`src/common/dcc_regs.svh`:
```
// register offsets, field positions and reset values of the comparator block
`ifndef DCC_REGS_SVH
`define DCC_REGS_SVH
`define DCC_OFS_CTRL0    12'h000
`define DCC_OFS_CTRL1    12'h004
`define DCC_OFS_STATUS   12'h008
`define DCC_OFS_MASK     12'h00c
`define DCC_OFS_PORTCTL  12'h010
`define DCC_OFS_PORTDAT  12'h014
`define DCC_OFS_PORTRD   12'h018
`define DCC_OFS_SLEEP    12'h01c
`define DCC_BIT_SEL      7
`define DCC_BIT_ON       6
`define DCC_BIT_INV      5
`define DCC_BIT_RES      4
`define DCC_BIT_ROUTE    3
`define DCC_BIT_HYS      0
`define DCC_CTRL_RST     8'h81
`define DCC_CTRL_WMASK   8'he9
`endif

```
`src/common/dcc_pkg.sv`:
```
// types shared by the comparator control block
package dcc_pkg;
    typedef struct packed {
        logic sel;
        logic on;
        logic inv;
        logic route;
        logic hys;
    } dcc_ctrl_t;
    typedef struct packed {
        logic pin_select;
        logic powered;
        logic hysteresis;
        logic pullup_cut;
        logic out_drive;
    } dcc_analog_t;
endpackage

```
`src/dcc_chan.sv`:
```
// one comparator channel: sync, polarity, change detect, pin routing
`timescale 1ns/1ns
`default_nettype none
module dcc_chan
    import dcc_pkg::*;
(
    input  wire logic        clk,
    input  wire logic        nrst,
    input  wire dcc_ctrl_t   ctrl,
    input  wire logic        raw_in,
    output var  logic        result,
    output var  logic        changed,
    output var  dcc_analog_t ana
);
    logic s1_reg;
    logic s2_reg;
    logic s3_reg;
    logic res_reg;
    logic res_next;
    wire  agree = (s2_reg == s3_reg);
    always_ff @(posedge clk or negedge nrst) begin
        if (!nrst) begin
            s1_reg  <= 1'b0;
            s2_reg  <= 1'b0;
            s3_reg  <= 1'b0;
            res_reg <= 1'b0;
        end else begin
            s1_reg  <= raw_in;
            s2_reg  <= s1_reg;
            s3_reg  <= s2_reg;
            res_reg <= res_next;
        end
    end
    // polarity applied after sync; hold while filter disagrees
    assign res_next = !ctrl.on ? 1'b0 : (agree ? (s3_reg ^ ctrl.inv) : res_reg);
    assign result   = res_reg;
    assign changed  = res_reg != res_next;
    assign ana.pin_select = ctrl.sel;
    assign ana.powered    = ctrl.on;
    assign ana.hysteresis = ctrl.hys;
    assign ana.pullup_cut = ctrl.sel;
    assign ana.out_drive  = ctrl.sel & ~ctrl.route;
endmodule
`default_nettype wire

```
`src/dcc_top.sv`:
```
// dual comparator control with apb registers and interrupt logic
// Overview of operation
// - two control registers share one bit layout
// - pin-select high gives both input pins to the comparator
// - pin-select high disconnects pull-high resistors on shared pins
// - enable low powers the comparator off
// - polarity bit inverts the comparator result
// - result bit reads positive-above-negative, reversed when inverted
// - output pin driven only when route is zero and pin-select high
// - bits two and one ignore writes and read zero
// - hysteresis bit enables hysteresis
// - any output change sets that comparator's interrupt flag
// - change seen on the polarity-adjusted result bit, not the pin
// - new flag of an enabled comparator wakes from sleep or idle
// - no wake when the flag was already set
// - enabled comparator keeps running during sleep and idle
// - enabled comparator pins read zero or port data by control
`include "dcc_regs.svh"
`timescale 1ns/1ns
`default_nettype none
module dcc_top
    import dcc_pkg::*;
#(
    parameter int NPORT = 4
)(
    input  wire logic             clk,
    input  wire logic             nrst,
    input  wire logic             psel,
    input  wire logic             penable,
    input  wire logic             pwrite,
    input  wire logic [11:0]      paddr,
    input  wire logic [31:0]      pwdata,
    output var  logic [31:0]      prdata,
    output var  logic             pready,
    output var  logic             pslverr,
    input  wire logic [1:0]       cmp_raw,
    input  wire logic [NPORT-1:0] port_pin_in,
    output var  dcc_analog_t      cmp_a_analog,
    output var  dcc_analog_t      cmp_b_analog,
    output var  logic             cmp_a_output_pin,
    output var  logic             cmp_b_output_pin,
    output var  logic             irq,
    output var  logic             wakeup
);
    generate
        if (NPORT < 2 || NPORT > 32) begin : g_bad_nport
            $error("NPORT out of range");
        end
    endgenerate
    logic [7:0]       ctrl_reg [2];
    logic [1:0]       flag_reg;
    logic [1:0]       mask_reg;
    logic [NPORT-1:0] pctl_reg;
    logic [NPORT-1:0] pdat_reg;
    logic             sleep_reg;
    logic [1:0]       pin_reg;
    logic [31:0]      prdata_reg;
    logic [1:0]       result;
    logic [1:0]       changed;
    dcc_analog_t      ana [2];
    dcc_ctrl_t        cfg [2];
    wire acc     = psel & penable;
    wire wr      = acc & pwrite;
    wire hit_c0  = paddr == `DCC_OFS_CTRL0;
    wire hit_c1  = paddr == `DCC_OFS_CTRL1;
    wire hit_st  = paddr == `DCC_OFS_STATUS;
    wire hit_mk  = paddr == `DCC_OFS_MASK;
    wire hit_pc  = paddr == `DCC_OFS_PORTCTL;
    wire hit_pd  = paddr == `DCC_OFS_PORTDAT;
    wire hit_pr  = paddr == `DCC_OFS_PORTRD;
    wire hit_sl  = paddr == `DCC_OFS_SLEEP;
    wire hit_any = hit_c0 | hit_c1 | hit_st | hit_mk | hit_pc | hit_pd | hit_pr | hit_sl;
    wire [1:0] hit_c = {hit_c1, hit_c0};
    wire [1:0] sel_v = {cfg[1].sel, cfg[0].sel};
    wire [1:0] on_v  = {cfg[1].on, cfg[0].on};
    // comparator pins are port bits 0 and 1, one bit per channel, set while that channel is enabled
    logic [NPORT-1:0] cmp_pins;
    always_comb begin
        cmp_pins = '0;
        cmp_pins[1:0] = on_v;
    end
    wire [NPORT-1:0] port_read = (cmp_pins & ~pctl_reg & pdat_reg)
                               | (~cmp_pins & port_pin_in);
    genvar i;
    generate
        for (i = 0; i < 2; i++) begin : g_ch
            // identical layout for both channels
            assign cfg[i] = '{sel:   ctrl_reg[i][`DCC_BIT_SEL],
                              on:    ctrl_reg[i][`DCC_BIT_ON],
                              inv:   ctrl_reg[i][`DCC_BIT_INV],
                              route: ctrl_reg[i][`DCC_BIT_ROUTE],
                              hys:   ctrl_reg[i][`DCC_BIT_HYS]};
            dcc_chan u_chan (
                .clk     (clk),
                .nrst    (nrst),
                .ctrl    (cfg[i]),
                .raw_in  (cmp_raw[i]),
                .result  (result[i]),
                .changed (changed[i]),
                .ana     (ana[i])
            );
            always_ff @(posedge clk or negedge nrst) begin
                if (!nrst) begin
                    ctrl_reg[i] <= `DCC_CTRL_RST;
                end else if (wr && hit_c[i]) begin
                    ctrl_reg[i] <= pwdata[7:0] & `DCC_CTRL_WMASK;
                end
            end
            // set wins over write-one-clear
            always_ff @(posedge clk or negedge nrst) begin
                if (!nrst) begin
                    flag_reg[i] <= 1'b0;
                end else if (changed[i]) begin
                    flag_reg[i] <= 1'b1;
                end else if (wr && hit_st && pwdata[i]) begin
                    flag_reg[i] <= 1'b0;
                end
            end
        end
    endgenerate
    // wake only on a fresh flag of an enabled comparator
    wire [1:0] wake_ev = changed & ~flag_reg & on_v;
    logic [7:0] ctrl_rd [2];
    always_comb begin
        for (int k = 0; k < 2; k++) begin
            ctrl_rd[k] = ctrl_reg[k];
            ctrl_rd[k][`DCC_BIT_RES] = result[k];
        end
    end
    wire [31:0] rd_mux =
          hit_c0 ? {24'h000000, ctrl_rd[0]}
        : hit_c1 ? {24'h000000, ctrl_rd[1]}
        : hit_st ? {30'h00000000, flag_reg}
        : hit_mk ? {30'h00000000, mask_reg}
        : hit_pc ? 32'(pctl_reg)
        : hit_pd ? 32'(pdat_reg)
        : hit_pr ? 32'(port_read)
        : hit_sl ? {31'h00000000, sleep_reg}
        : 32'h00000000;
    always_ff @(posedge clk or negedge nrst) begin
        if (!nrst) begin
            mask_reg   <= 2'h0;
            pctl_reg   <= '1;
            pdat_reg   <= '0;
            sleep_reg  <= 1'b0;
            prdata_reg <= 32'h00000000;
            pin_reg    <= 2'h0;
        end else begin
            if (wr && hit_mk) mask_reg <= pwdata[1:0];
            if (wr && hit_pc) pctl_reg <= pwdata[NPORT-1:0];
            if (wr && hit_pd) pdat_reg <= pwdata[NPORT-1:0];
            if (wr && hit_sl) sleep_reg <= pwdata[0];
            if (wake_ev != 2'h0) sleep_reg <= 1'b0;
            if (psel && !penable && !pwrite) prdata_reg <= rd_mux;
            pin_reg <= result & {ana[1].out_drive, ana[0].out_drive};
        end
    end
    assign prdata  = prdata_reg;
    assign pready  = 1'b1;
    assign pslverr = acc & ~hit_any;
    assign cmp_a_analog     = ana[0];
    assign cmp_b_analog     = ana[1];
    assign cmp_a_output_pin = pin_reg[0];
    assign cmp_b_output_pin = pin_reg[1];
    assign irq    = |(flag_reg & mask_reg);
    assign wakeup = sleep_reg & (wake_ev != 2'h0);

    chk_flag_on_change: assert property (@(posedge clk) disable iff (!nrst)
        changed[0] |=> flag_reg[0]) else $error("flag a not set on change");
    chk_flag_b_change: assert property (@(posedge clk) disable iff (!nrst)
        changed[1] |=> flag_reg[1]) else $error("flag b not set on change");
    chk_reserved_zero: assert property (@(posedge clk) disable iff (!nrst)
        ctrl_reg[0][2:1] == 2'h0 && ctrl_reg[1][2:1] == 2'h0) else $error("reserved bits set");
    chk_pin_route: assert property (@(posedge clk) disable iff (!nrst)
        !ana[0].out_drive |=> !cmp_a_output_pin)
        else $error("pin driven while internal");
    chk_pullup_cut: assert property (@(posedge clk) disable iff (!nrst)
        cmp_a_analog.pullup_cut == cfg[0].sel) else $error("pullup not cut");
    chk_power_off: assert property (@(posedge clk) disable iff (!nrst)
        !cfg[1].on |-> !cmp_b_analog.powered) else $error("comparator powered while off");
    chk_no_rewake: assert property (@(posedge clk) disable iff (!nrst)
        (changed[0] && flag_reg[0] && !changed[1]) |-> !wakeup)
        else $error("wake with flag already set");
    chk_off_quiet: assert property (@(posedge clk) disable iff (!nrst)
        !cfg[0].on ##1 !cfg[0].on |-> !changed[0]) else $error("change while off");
    chk_irq_level: assert property (@(posedge clk) disable iff (!nrst)
        irq == |(flag_reg & mask_reg)) else $error("irq mismatch");
    chk_hys: assert property (@(posedge clk) disable iff (!nrst)
        cmp_b_analog.hysteresis == cfg[1].hys) else $error("hysteresis mismatch");
    cov_change_a: cover property (@(posedge clk) disable iff (!nrst) changed[0]);
    cov_wake: cover property (@(posedge clk) disable iff (!nrst) wakeup);
    cov_irq: cover property (@(posedge clk) disable iff (!nrst) $rose(irq));
endmodule
`default_nettype wire

```
`config.mk`:
```
export PLATFORM = sky130hd
export DESIGN_NAME = dcc_top
export DESIGN_NICKNAME = d
export VERILOG_FILES = /design/src/common/dcc_pkg.sv /design/src/dcc_chan.sv /design/src/dcc_top.sv
export VERILOG_INCLUDE_DIRS = /design/src /design/src/common
export SDC_FILE = /design/constraint.sdc
export NUM_CORES = 1
export LEC_CHECK = 0
export BUFFER_PORTS_ARGS = -buffer_cell sky130_fd_sc_hd__buf_2
export CAP_MARGIN = 30
export CORE_ASPECT_RATIO = 0.5
export CORE_MARGIN = 3
export CORE_UTILIZATION = 47
export CTS_CLUSTER_DIAMETER = 80
export DETAILED_ROUTE_END_ITERATION = 7
export HOLD_SLACK_MARGIN = 0.02
export MAX_ROUTING_LAYER = met4
export PLACE_DENSITY_LB_ADDON = 0.3
export SYNTH_ARGS = -nofsm -noshare
export SYNTH_HDL_FRONTEND = slang
export SYNTH_HIERARCHICAL = 1
export SYNTH_SLANG_ARGS = --single-unit
```
`constraint.sdc`:
```
create_clock -name clk -period 1.9 [get_ports clk]
set_input_delay 0.095 -clock clk [delete_from_list [all_inputs] [get_ports clk]]
set_output_delay 0.095 -clock clk [all_outputs]
set_load 0.02 [all_outputs]
```
==> report_table.html, run 1 <==
<table>
<tr><th>Metric</th><th>Value</th></tr>
<tr><th colspan="2">Status</th></tr>
<tr><td>Run status</td><td>complete, but fails checks</td></tr>
<tr><td>Failing checks</td><td>negative setup slack</td></tr>
<tr><th colspan="2">Die</th></tr>
<tr><td>Number of placement rows</td><td>17</td></tr>
<tr><td>Count of boundary I/O pins</td><td>103</td></tr>
<tr><td>Area enclosed by the die boundary</td><td>0.00588 mm^2</td></tr>
<tr><td>Starting density of the core</td><td>50.9%</td></tr>
<tr><td>Core region area</td><td>0.00457 mm^2</td></tr>
<tr><td>Height of the die</td><td>55.8 um</td></tr>
<tr><td>Die extent in x</td><td>106 um</td></tr>
<tr><th colspan="2">Drt</th></tr>
<tr><td>Detailed-route wire length per cell</td><td>14.6 um</td></tr>
<tr><td>Overall routed net length</td><td>5180 um</td></tr>
<tr><td>Detailed Routing Iterations Pass 1</td><td>4</td></tr>
<tr><td>Number of vias in the routed layout</td><td>1803</td></tr>
<tr><td>Antenna violation net count after detailed routing</td><td>0</td></tr>
<tr><td>Detailed-route vias per instance</td><td>5.09</td></tr>
<tr><td>Number of violations reported at the end of detailed-routing iteration 0</td><td>54</td></tr>
<tr><td>DRC violations left</td><td>0</td></tr>
<tr><th colspan="2">STA</th></tr>
<tr><td>Setup repair after global routing missed its margin</td><td>yes</td></tr>
<tr><td>Min cycle time layout</td><td>1970 ps</td></tr>
<tr><td>Setup-violating endpoint count in the final report</td><td>1</td></tr>
<tr><td>Fmax</td><td>0.506 GHz</td></tr>
<tr><td>Final period util</td><td>104%</td></tr>
<tr><td>Pins Over Slew Limit</td><td>0</td></tr>
<tr><td>Post-layout worst setup margin</td><td>-74.5 ps</td></tr>
<tr><td>Number of hold violations in the final report</td><td>0</td></tr>
<tr><td>Clock skew after layout</td><td>7.66 ps</td></tr>
<tr><th colspan="2">Place</th></tr>
<tr><td>Buffers added on ports</td><td>52</td></tr>
<tr><td>Final HPWL DP</td><td>3750 um</td></tr>
<tr><td>Instance area after placement</td><td>0.00258 mm^2</td></tr>
<tr><td>Placer congestion estimate</td><td>0.808</td></tr>
<tr><td>Placed cells</td><td>339</td></tr>
<tr><th colspan="2">Pwr</th></tr>
<tr><td>Internal power summed over all cells</td><td>1.27 mW</td></tr>
<tr><td>Proportion of power drawn by flip-flops and latches</td><td>52.1%</td></tr>
<tr><td>Power density cells</td><td>611 mW/mm^2</td></tr>
<tr><td>Share of power burned in combinational logic</td><td>10.7%</td></tr>
<tr><td>Net Sw Frac</td><td>26.0%</td></tr>
<tr><td>Clk pwr share</td><td>37.2%</td></tr>
<tr><td>Cell leakage power</td><td>1.39 nW</td></tr>
<tr><td>Total Power</td><td>1.71 mW</td></tr>
<tr><td>VDD IR-drop max</td><td>0.454 mV</td></tr>
<tr><td>Switch Pwr</td><td>0.446 mW</td></tr>
<tr><th colspan="2">Cells and area</th></tr>
<tr><td>Post-route cell area</td><td>0.00281 mm^2</td></tr>
<tr><td>Net count, final</td><td>342</td></tr>
<tr><td>Fin cells</td><td>354</td></tr>
<tr><td>Fraction of layout instances using a drive strength above 1</td><td>42.7%</td></tr>
<tr><td>Commonest non-fill, non-tap cell in the layout</td><td>buf_2</td></tr>
<tr><td>Number of antenna cells inserted</td><td>0</td></tr>
<tr><td>Synth-to-layout area growth</td><td>20.5%</td></tr>
<tr><td>Commonest cells after routing, fill and taps aside</td><td>buf_2, dfrtp_1, conb_1, nand2_1, mux2_2</td></tr>
<tr><td>Largest register FFs</td><td>10</td></tr>
<tr><th colspan="2">Global routing</th></tr>
<tr><td>Initial antenna violation count</td><td>0</td></tr>
<tr><td>Pin count of the biggest net entering global routing</td><td>42</td></tr>
<tr><td>Vias in the first global route</td><td>1760</td></tr>
<tr><td>Global-route wire length before repair</td><td>8620 um</td></tr>
<tr><td>Final global-route overflow total</td><td>0</td></tr>
<tr><td>Overall track demand over capacity in global routing</td><td>18.8%</td></tr>
<tr><th colspan="2">Synthesis</th></tr>
<tr><td>Area contributors post-synth</td><td>dfrtp_1, buf_4, mux2_2, dfstp_2, nand2_1</td></tr>
<tr><td>Number of flops mapped to enable cells by yosys</td><td>0</td></tr>
<tr><td>Mean area per synthesized cell</td><td>10.3 um^2</td></tr>
<tr><td>Gate count of the mapped netlist</td><td>225</td></tr>
<tr><td>Post-synthesis register bit count</td><td>41</td></tr>
<tr><td>Async set or reset register ratio after synthesis</td><td>100%</td></tr>
<tr><td>Unique masters post-synth</td><td>44</td></tr>
<tr><td>Most common flop cell mapped by yosys</td><td>dfrtp_1</td></tr>
<tr><td>Post-synthesis sequential area ratio</td><td>44.5%</td></tr>
<tr><td>Yosys synthesis warning count</td><td>6</td></tr>
<tr><td>Top cell type's share of synthesized area</td><td>35.5%</td></tr>
<tr><td>Mapped cell area</td><td>0.00233 mm^2</td></tr>
<tr><td>Library cell occupying the most area in the post-synthesis netlist</td><td>dfrtp_1</td></tr>
<tr><th colspan="2">Clock tree</th></tr>
<tr><td>Clock Pin Slew Worst Setup and Hold Paths</td><td>80 ps</td></tr>
<tr><td>Max Buffers Root-to-Sink</td><td>2</td></tr>
<tr><td>Clock latency on the worst-skew pair</td><td>300 ps</td></tr>
<tr><td>Clock tree from TritonCTS</td><td>yes</td></tr>
<tr><td>Clock sink total</td><td>41</td></tr>
<tr><td>Clock tree root buffer cell</td><td>clkbuf_8</td></tr>
<tr><td>Number of H-tree levels</td><td>2</td></tr>
<tr><td>Clock buffer count from CTS</td><td>5</td></tr>
<tr><th colspan="2">Worst setup path</th></tr>
<tr><td>Max stage delay cell, worst path</td><td>dfrtp_1</td></tr>
<tr><td>Critical path capture point type</td><td>output port</td></tr>
<tr><td>Series of cell instances along the critical path</td><td>buf_6 -&gt; nor3b_4 -&gt; o211ai_1 -&gt; o311ai_4 -&gt; nand3b_1 -&gt; nand2_1 -&gt; and2_4 -&gt; buf_6</td></tr>
<tr><td>Critical Path Source Type</td><td>flop</td></tr>
<tr><td>Biggest fanout along the worst timing path</td><td>2</td></tr>
<tr><td>Worst Path Required</td><td>1800 ps</td></tr>
<tr><td>Arrival time of the worst setup path</td><td>1880 ps</td></tr>
<tr><td>Worst Reg2Reg Path Length in Cells</td><td>7</td></tr>
<tr><td>Crit path kind</td><td>flop to output port</td></tr>
<tr><td>Slowest stage delay, CP</td><td>400 ps</td></tr>
<tr><td>Most frequent CP cell</td><td>buf_6</td></tr>
<tr><th colspan="2">Worst hold path</th></tr>
<tr><td>Tightest Hold Check Type</td><td>input port to flop</td></tr>
<tr><td>Hold path cells</td><td>2</td></tr>
<tr><th colspan="2">Flow run</th></tr>
<tr><td>Max Cap Viol</td><td>0</td></tr>
</table>
synthesized netlist by cell type, types with 2 or more instances:
library cell   n
buf_4         33
dfrtp_1       33
nand2_1       21
mux2_2        19
nor2_1        12
o21ai_0       12
dfstp_2        8
mux2i_1        7
inv_1          6
nor3_1         6
a211oi_1       5
a21oi_1        5
mux2_4         5
nor2b_1        5
and2_1         4
clkbuf_1       3
nand3b_1       3
a22o_1         2
a31oi_1        2
and2_2         2
buf_1          2
conb_1         2
nand3_1        2
nand4_1        2
nor3b_1        2
o211ai_1       2
o311ai_1       2
o31ai_1        2
layout make-up:
| type | instances | area (um^2) |
|---|---|---|
| fill | 404 | 1770 |
| multi-input combinational | 162 | 1120 |
| sequential | 41 | 1040 |
| timing repair buffer | 71 | 437 |
| clock buffer | 7 | 96.3 |
| tap | 66 | 82.6 |
| inverter | 6 | 22.5 |
| clock inverter | 1 | 5.00 |
worst paths after layout:
check	from	to	slack, ps
worst min register to register	g_ch[1].u_chan/s1_reg$_DFF_PN0_	g_ch[1].u_chan/s2_reg$_DFF_PN0_	350
worst max-delay path	cfg[8]$_DFFE_PN0P_	wakeup	-70
min in group asynchronous	nrst	prdata[2]$_DFFE_PN0P_	300
worst min-delay path	pwdata[7]	cfg[9]$_DFFE_PN1P_	40
worst max register to register	cfg[8]$_DFFE_PN0P_	prdata[0]$_DFFE_PN0P_	100
max in group asynchronous	nrst	cfg[9]$_DFFE_PN1P_	1330
power by group through the flow:
stage,clock (mW),combinational (mW),sequential (mW)
floorplan,0,0.130,0.911
global placement,0,0.175,0.907
detailed placement,0,0.178,0.908
CTS,0.652,0.183,0.892
global route,0.682,0.202,0.895
finish,0.638,0.184,0.893
worst max-delay path, delay by kind of cell (launching register included):
family / cells / cell delay (ps)
buffers and inverters: 2 / 250
AND/OR/NAND/NOR: 4 / 470
AO/OA/AOI/OAI: 2 / 450
flip-flops: 1 / 400
metal layers:
layer / track usage, % / vias to the layer above / routed length, um
li1: - / 858 / -
met1: 24.2 / 868 / 2290
met2: 30.4 / 73 / 2450
met3: 4.87 / 4 / 411
met4: 3.87 / 0 / 37
met5: - / - / 0
what timing repair did:
item,CTS,global route
buffers inserted,5,0
hold buffers,3,0
gates cloned,0,0
hold endpoints to repair,43,0
endpoints found under the setup margin,1,2
resized for setup,11,3
pin swaps,5,5
kinds of logic (layout without fill, tap and decap cells):
family	count (synthesis)	in the layout	synth area share, %
other	2	25	0.323
multiplexers	31	31	15.4
AND/OR/NAND/NOR	69	69	16.5
AO/OA/AOI/OAI	37	37	10.4
flip-flops	41	41	44.5
buffers and inverters	45	85	12.9
metrics by stage:
stage	worst slack [ps]	utilization, %	TNS (ps)	hold WS (ps)
after floorplan	274	-	0	-201
after global placement	64.3	56.4	0	81.1
after detailed placement	53.1	56.4	0	89.6
after CTS	-50.7	60.8	-50.7	31.2
after global routing	-164	61.3	-164	34.1
final	-74.5	61.3	-74.5	38.3
Power figures use the tool's default switching activity.
==> inputs of run 2 (changes only) <==
CELL_PAD_IN_SITES_DETAIL_PLACEMENT = 1   (was default)
CELL_PAD_IN_SITES_GLOBAL_PLACEMENT = 1   (was default)
CORE_UTILIZATION = 35   (was 47)
==> run 2 against run 1 <==
- the flow still finishes with violations (negative setup slack)
- highest routed layer unchanged
- largest power group unchanged
- fmax down 2.8%
- final cell count up 7.6%
- non-clock buffer count up 5
- critical endpoint unchanged
- sequential power about the same
- critical path type unchanged
- sequential share of layout area down 1.4 points
==> report_table.html, run 2 (synthesized netlist as in run 1, its figures left out) <==
<table>
<tr><th>Metric</th><th>Value</th></tr>
<tr><th colspan="2">Drt</th></tr>
<tr><td>Antenna violation net count after detailed routing</td><td>0 (unchanged)</td></tr>
<tr><td>Detailed-route wire length per cell</td><td>15.9 um (was 14.6 um)</td></tr>
<tr><td>Number of vias in the routed layout</td><td>1845 (was 1803)</td></tr>
<tr><td>Overall routed net length</td><td>6040 um (was 5180 um)</td></tr>
<tr><td>Detailed Routing Iterations Pass 1</td><td>4 (unchanged)</td></tr>
<tr><td>Number of violations reported at the end of detailed-routing iteration 0</td><td>54 (unchanged)</td></tr>
<tr><td>DRC violations left</td><td>0 (unchanged)</td></tr>
<tr><td>Detailed-route vias per instance</td><td>4.84 (was 5.09)</td></tr>
<tr><th colspan="2">Cells and area</th></tr>
<tr><td>Largest register FFs</td><td>10 (unchanged)</td></tr>
<tr><td>Commonest cells after routing, fill and taps aside</td><td>buf_2, dfrtp_1, conb_1, nand2_1 (was buf_2, dfrtp_1, conb_1, nand2_1, mux2_2)</td></tr>
<tr><td>Number of antenna cells inserted</td><td>0 (unchanged)</td></tr>
<tr><td>Final core utilization</td><td>46.7% (was 61.3%)</td></tr>
<tr><td>Synth-to-layout area growth</td><td>25.4% (was 20.5%)</td></tr>
<tr><td>Net count, final</td><td>347 (was 342)</td></tr>
<tr><td>Commonest non-fill, non-tap cell in the layout</td><td>buf_2 (unchanged)</td></tr>
<tr><td>Fraction of layout instances using a drive strength above 1</td><td>44.0% (was 42.7%)</td></tr>
<tr><th colspan="2">Worst setup path</th></tr>
<tr><td>Critical path capture point type</td><td>output port (unchanged)</td></tr>
<tr><td>Biggest fanout along the worst timing path</td><td>3 (was 2)</td></tr>
<tr><td>Series of cell instances along the critical path</td><td>buf_6 -&gt; nand2_2 -&gt; mux2_4 -&gt; o311ai_4 -&gt; nand3b_1 -&gt; nand2_2 -&gt; and2_4 -&gt; buf_6 (was buf_6 -&gt; nor3b_4 -&gt; o211ai_1 -&gt; o311ai_4 -&gt; nand3b_1 -&gt; nand2_1 -&gt; and2_4 -&gt; buf_6)</td></tr>
<tr><td>Worst Path Required</td><td>1800 ps (about the same)</td></tr>
<tr><td>Arrival time of the worst setup path</td><td>1940 ps (was 1880 ps)</td></tr>
<tr><td>Slowest stage delay, CP</td><td>410 ps (was 400 ps)</td></tr>
<tr><td>Crit path kind</td><td>flop to output port (unchanged)</td></tr>
<tr><td>Buffers &amp; Inverters on Critical Path</td><td>2 (unchanged)</td></tr>
<tr><td>Crit-path leading delay family</td><td>simple AND/OR/NAND/NOR gates (unchanged)</td></tr>
<tr><td>Critical Path Source Type</td><td>flop (unchanged)</td></tr>
<tr><td>Max stage delay cell, worst path</td><td>dfrtp_2 (was dfrtp_1)</td></tr>
<tr><th colspan="2">Place</th></tr>
<tr><td>Final HPWL DP</td><td>4480 um (was 3750 um)</td></tr>
<tr><td>Buffers added on ports</td><td>52 (unchanged)</td></tr>
<tr><td>Placer congestion estimate</td><td>0.793 (was 0.808)</td></tr>
<tr><th colspan="2">Clock tree</th></tr>
<tr><td>Number of H-tree levels</td><td>2 (unchanged)</td></tr>
<tr><td>Clock sink total</td><td>41 (unchanged)</td></tr>
<tr><td>Clock tree root buffer cell</td><td>clkbuf_16 (was clkbuf_8)</td></tr>
<tr><td>Clock Pin Slew Worst Setup and Hold Paths</td><td>60 ps (was 80 ps)</td></tr>
<tr><td>Clock buffer count from CTS</td><td>5 (unchanged)</td></tr>
<tr><td>Max Buffers Root-to-Sink</td><td>2 (unchanged)</td></tr>
<tr><td>Clock latency on the worst-skew pair</td><td>280 ps (was 300 ps)</td></tr>
<tr><td>Clock tree from TritonCTS</td><td>yes (unchanged)</td></tr>
<tr><th colspan="2">Pwr</th></tr>
<tr><td>Internal power summed over all cells</td><td>1.50 mW (was 1.27 mW)</td></tr>
<tr><td>Total Power</td><td>1.97 mW (was 1.71 mW)</td></tr>
<tr><td>Clk pwr share</td><td>45.1% (was 37.2%)</td></tr>
<tr><td>Cell leakage power</td><td>1.44 nW (was 1.39 nW)</td></tr>
<tr><td>Share of power burned in combinational logic</td><td>9.3% (was 10.7%)</td></tr>
<tr><td>Switch Pwr</td><td>0.471 mW (was 0.446 mW)</td></tr>
<tr><td>Proportion of power drawn by flip-flops and latches</td><td>45.5% (was 52.1%)</td></tr>
<tr><td>Net Sw Frac</td><td>23.9% (was 26.0%)</td></tr>
<tr><td>VDD IR-drop max</td><td>0.354 mV (was 0.454 mV)</td></tr>
<tr><td>Power density cells</td><td>674 mW/mm^2 (was 611 mW/mm^2)</td></tr>
<tr><th colspan="2">Global routing</th></tr>
<tr><td>Initial antenna violation count</td><td>0 (unchanged)</td></tr>
<tr><td>Overall track demand over capacity in global routing</td><td>16.7% (was 18.8%)</td></tr>
<tr><td>Final global-route overflow total</td><td>0 (unchanged)</td></tr>
<tr><td>Global-route wire length before repair</td><td>9870 um (was 8620 um)</td></tr>
<tr><td>Pin count of the biggest net entering global routing</td><td>21 (was 42)</td></tr>
<tr><td>Vias in the first global route</td><td>1924 (was 1760)</td></tr>
<tr><th colspan="2">Status</th></tr>
<tr><td>Run status</td><td>complete, but fails checks (unchanged)</td></tr>
<tr><td>Failing checks</td><td>negative setup slack (unchanged)</td></tr>
<tr><th colspan="2">Die</th></tr>
<tr><td>Starting density of the core</td><td>37.2% (was 50.9%)</td></tr>
<tr><td>Area enclosed by the die boundary</td><td>0.00772 mm^2 (was 0.00588 mm^2)</td></tr>
<tr><td>Height of the die</td><td>63.7 um (was 55.8 um)</td></tr>
<tr><td>Core region area</td><td>0.00626 mm^2 (was 0.00457 mm^2)</td></tr>
<tr><td>Number of placement rows</td><td>20 (was 17)</td></tr>
<tr><td>Die extent in x</td><td>121 um (was 106 um)</td></tr>
<tr><td>Count of boundary I/O pins</td><td>103 (unchanged)</td></tr>
<tr><th colspan="2">STA</th></tr>
<tr><td>Setup-violating endpoint count in the final report</td><td>1 (unchanged)</td></tr>
<tr><td>Final period util</td><td>107% (was 104%)</td></tr>
<tr><td>Min cycle time layout</td><td>2030 ps (was 1970 ps)</td></tr>
<tr><td>Fmax</td><td>0.492 GHz (was 0.506 GHz)</td></tr>
<tr><td>Clock skew after layout</td><td>5.72 ps (was 7.66 ps)</td></tr>
<tr><td>Setup repair after global routing missed its margin</td><td>yes (unchanged)</td></tr>
<tr><td>Number of hold violations in the final report</td><td>0 (unchanged)</td></tr>
<tr><td>Post-layout worst setup margin</td><td>-131 ps (was -74.5 ps)</td></tr>
<tr><td>Pins Over Slew Limit</td><td>0 (unchanged)</td></tr>
<tr><td>Worst hold margin</td><td>59.6 ps (was 38.3 ps)</td></tr>
<tr><th colspan="2">Flow run</th></tr>
<tr><td>Max Cap Viol</td><td>0 (unchanged)</td></tr>
<tr><th colspan="2">Worst hold path</th></tr>
<tr><td>Tightest Hold Check Type</td><td>input port to flop (unchanged)</td></tr>
</table>
[run 2: changes by cell type in the layout (fill, tap and decap cells not counted), moves of 2 or more]
cell	change
clkbuf_8	-5
nand2_1	-2
nand2_2	+2
buf_4	+5
clkbuf_16	+5
[run 2: final cells by class]
| cell class | count | area [um^2] |
|---|---|---|
| fill | 722 | 3340 |
| multi-input combinational | 162 | 1120 |
| sequential | 41 | 1040 |
| timing repair buffer | 76 | 465 |
| clock buffer | 7 | 153 |
| tap | 88 | 110 |
| inverter | 6 | 22.5 |
| clock inverter | 1 | 5.00 |
[run 2: metal layers]
layer / part of all wire, % / track usage, % / vias to the layer above / routed length, um
met1: 43 / 20.3 / 921 / 2620
met3: 6.1 / 3.59 / 5 / 367
met4: 0.55 / 3.49 / 0 / 33
met2: 50 / 28.8 / 56 / 3020
li1: - / - / 863 / -
met5: 0 / - / - / 0
[run 2: path summary, 6_finish.rpt]
check	startpoint	end	slack (ps)	cells past startpoint
max	cfg[8]$_DFFE_PN0P_	wakeup	-130	8
min	pwdata[2]	pctl_reg[2]$_DFFE_PN1P_	60	2
max reg2reg	cfg[8]$_DFFE_PN0P_	prdata[0]$_DFFE_PN0P_	90	6
min reg2reg	g_ch[1].u_chan/s1_reg$_DFF_PN0_	g_ch[1].u_chan/s2_reg$_DFF_PN0_	350	0
max in group asynchronous	nrst	cfg[0]$_DFFE_PN1P_	990	3
min in group asynchronous	nrst	prdata[1]$_DFFE_PN0P_	300	2
[run 2: metrics by stage]
stage | instance area, um^2 | setup WS [ps] | TNS (ps) | instances
after global placement | 2620 | 93.2 | 0 | 364
final | 2920 | -131 | -131 | 381
after CTS | 2890 | -84.3 | -84.3 | 380
after global routing | 2920 | -200 | -200 | 381
after floorplan | 2410 | 274 | 0 | 248
after detailed placement | 2620 | 77.7 | 0 | 364
[run 2: timing repair]
action,4_1_cts,5_1_grt
pin swaps,5,4
hold buffers,3,0
setup buffers,6,2
gates cloned,0,0
endpoints found under the setup margin,1,2
gates resized for setup,11,6
endpoints found under the hold margin,16,0
[run 2: power by group through the flow]
stage / Clock [mW] / Sequential (mW) / Combinational (mW)
floorplan: 0 / 0.911 / 0.130
global placement: 0 / 0.908 / 0.175
detailed placement: 0 / 0.909 / 0.179
CTS: 0.911 / 0.896 / 0.184
global route: 0.949 / 0.897 / 0.203
finish: 0.888 / 0.896 / 0.184
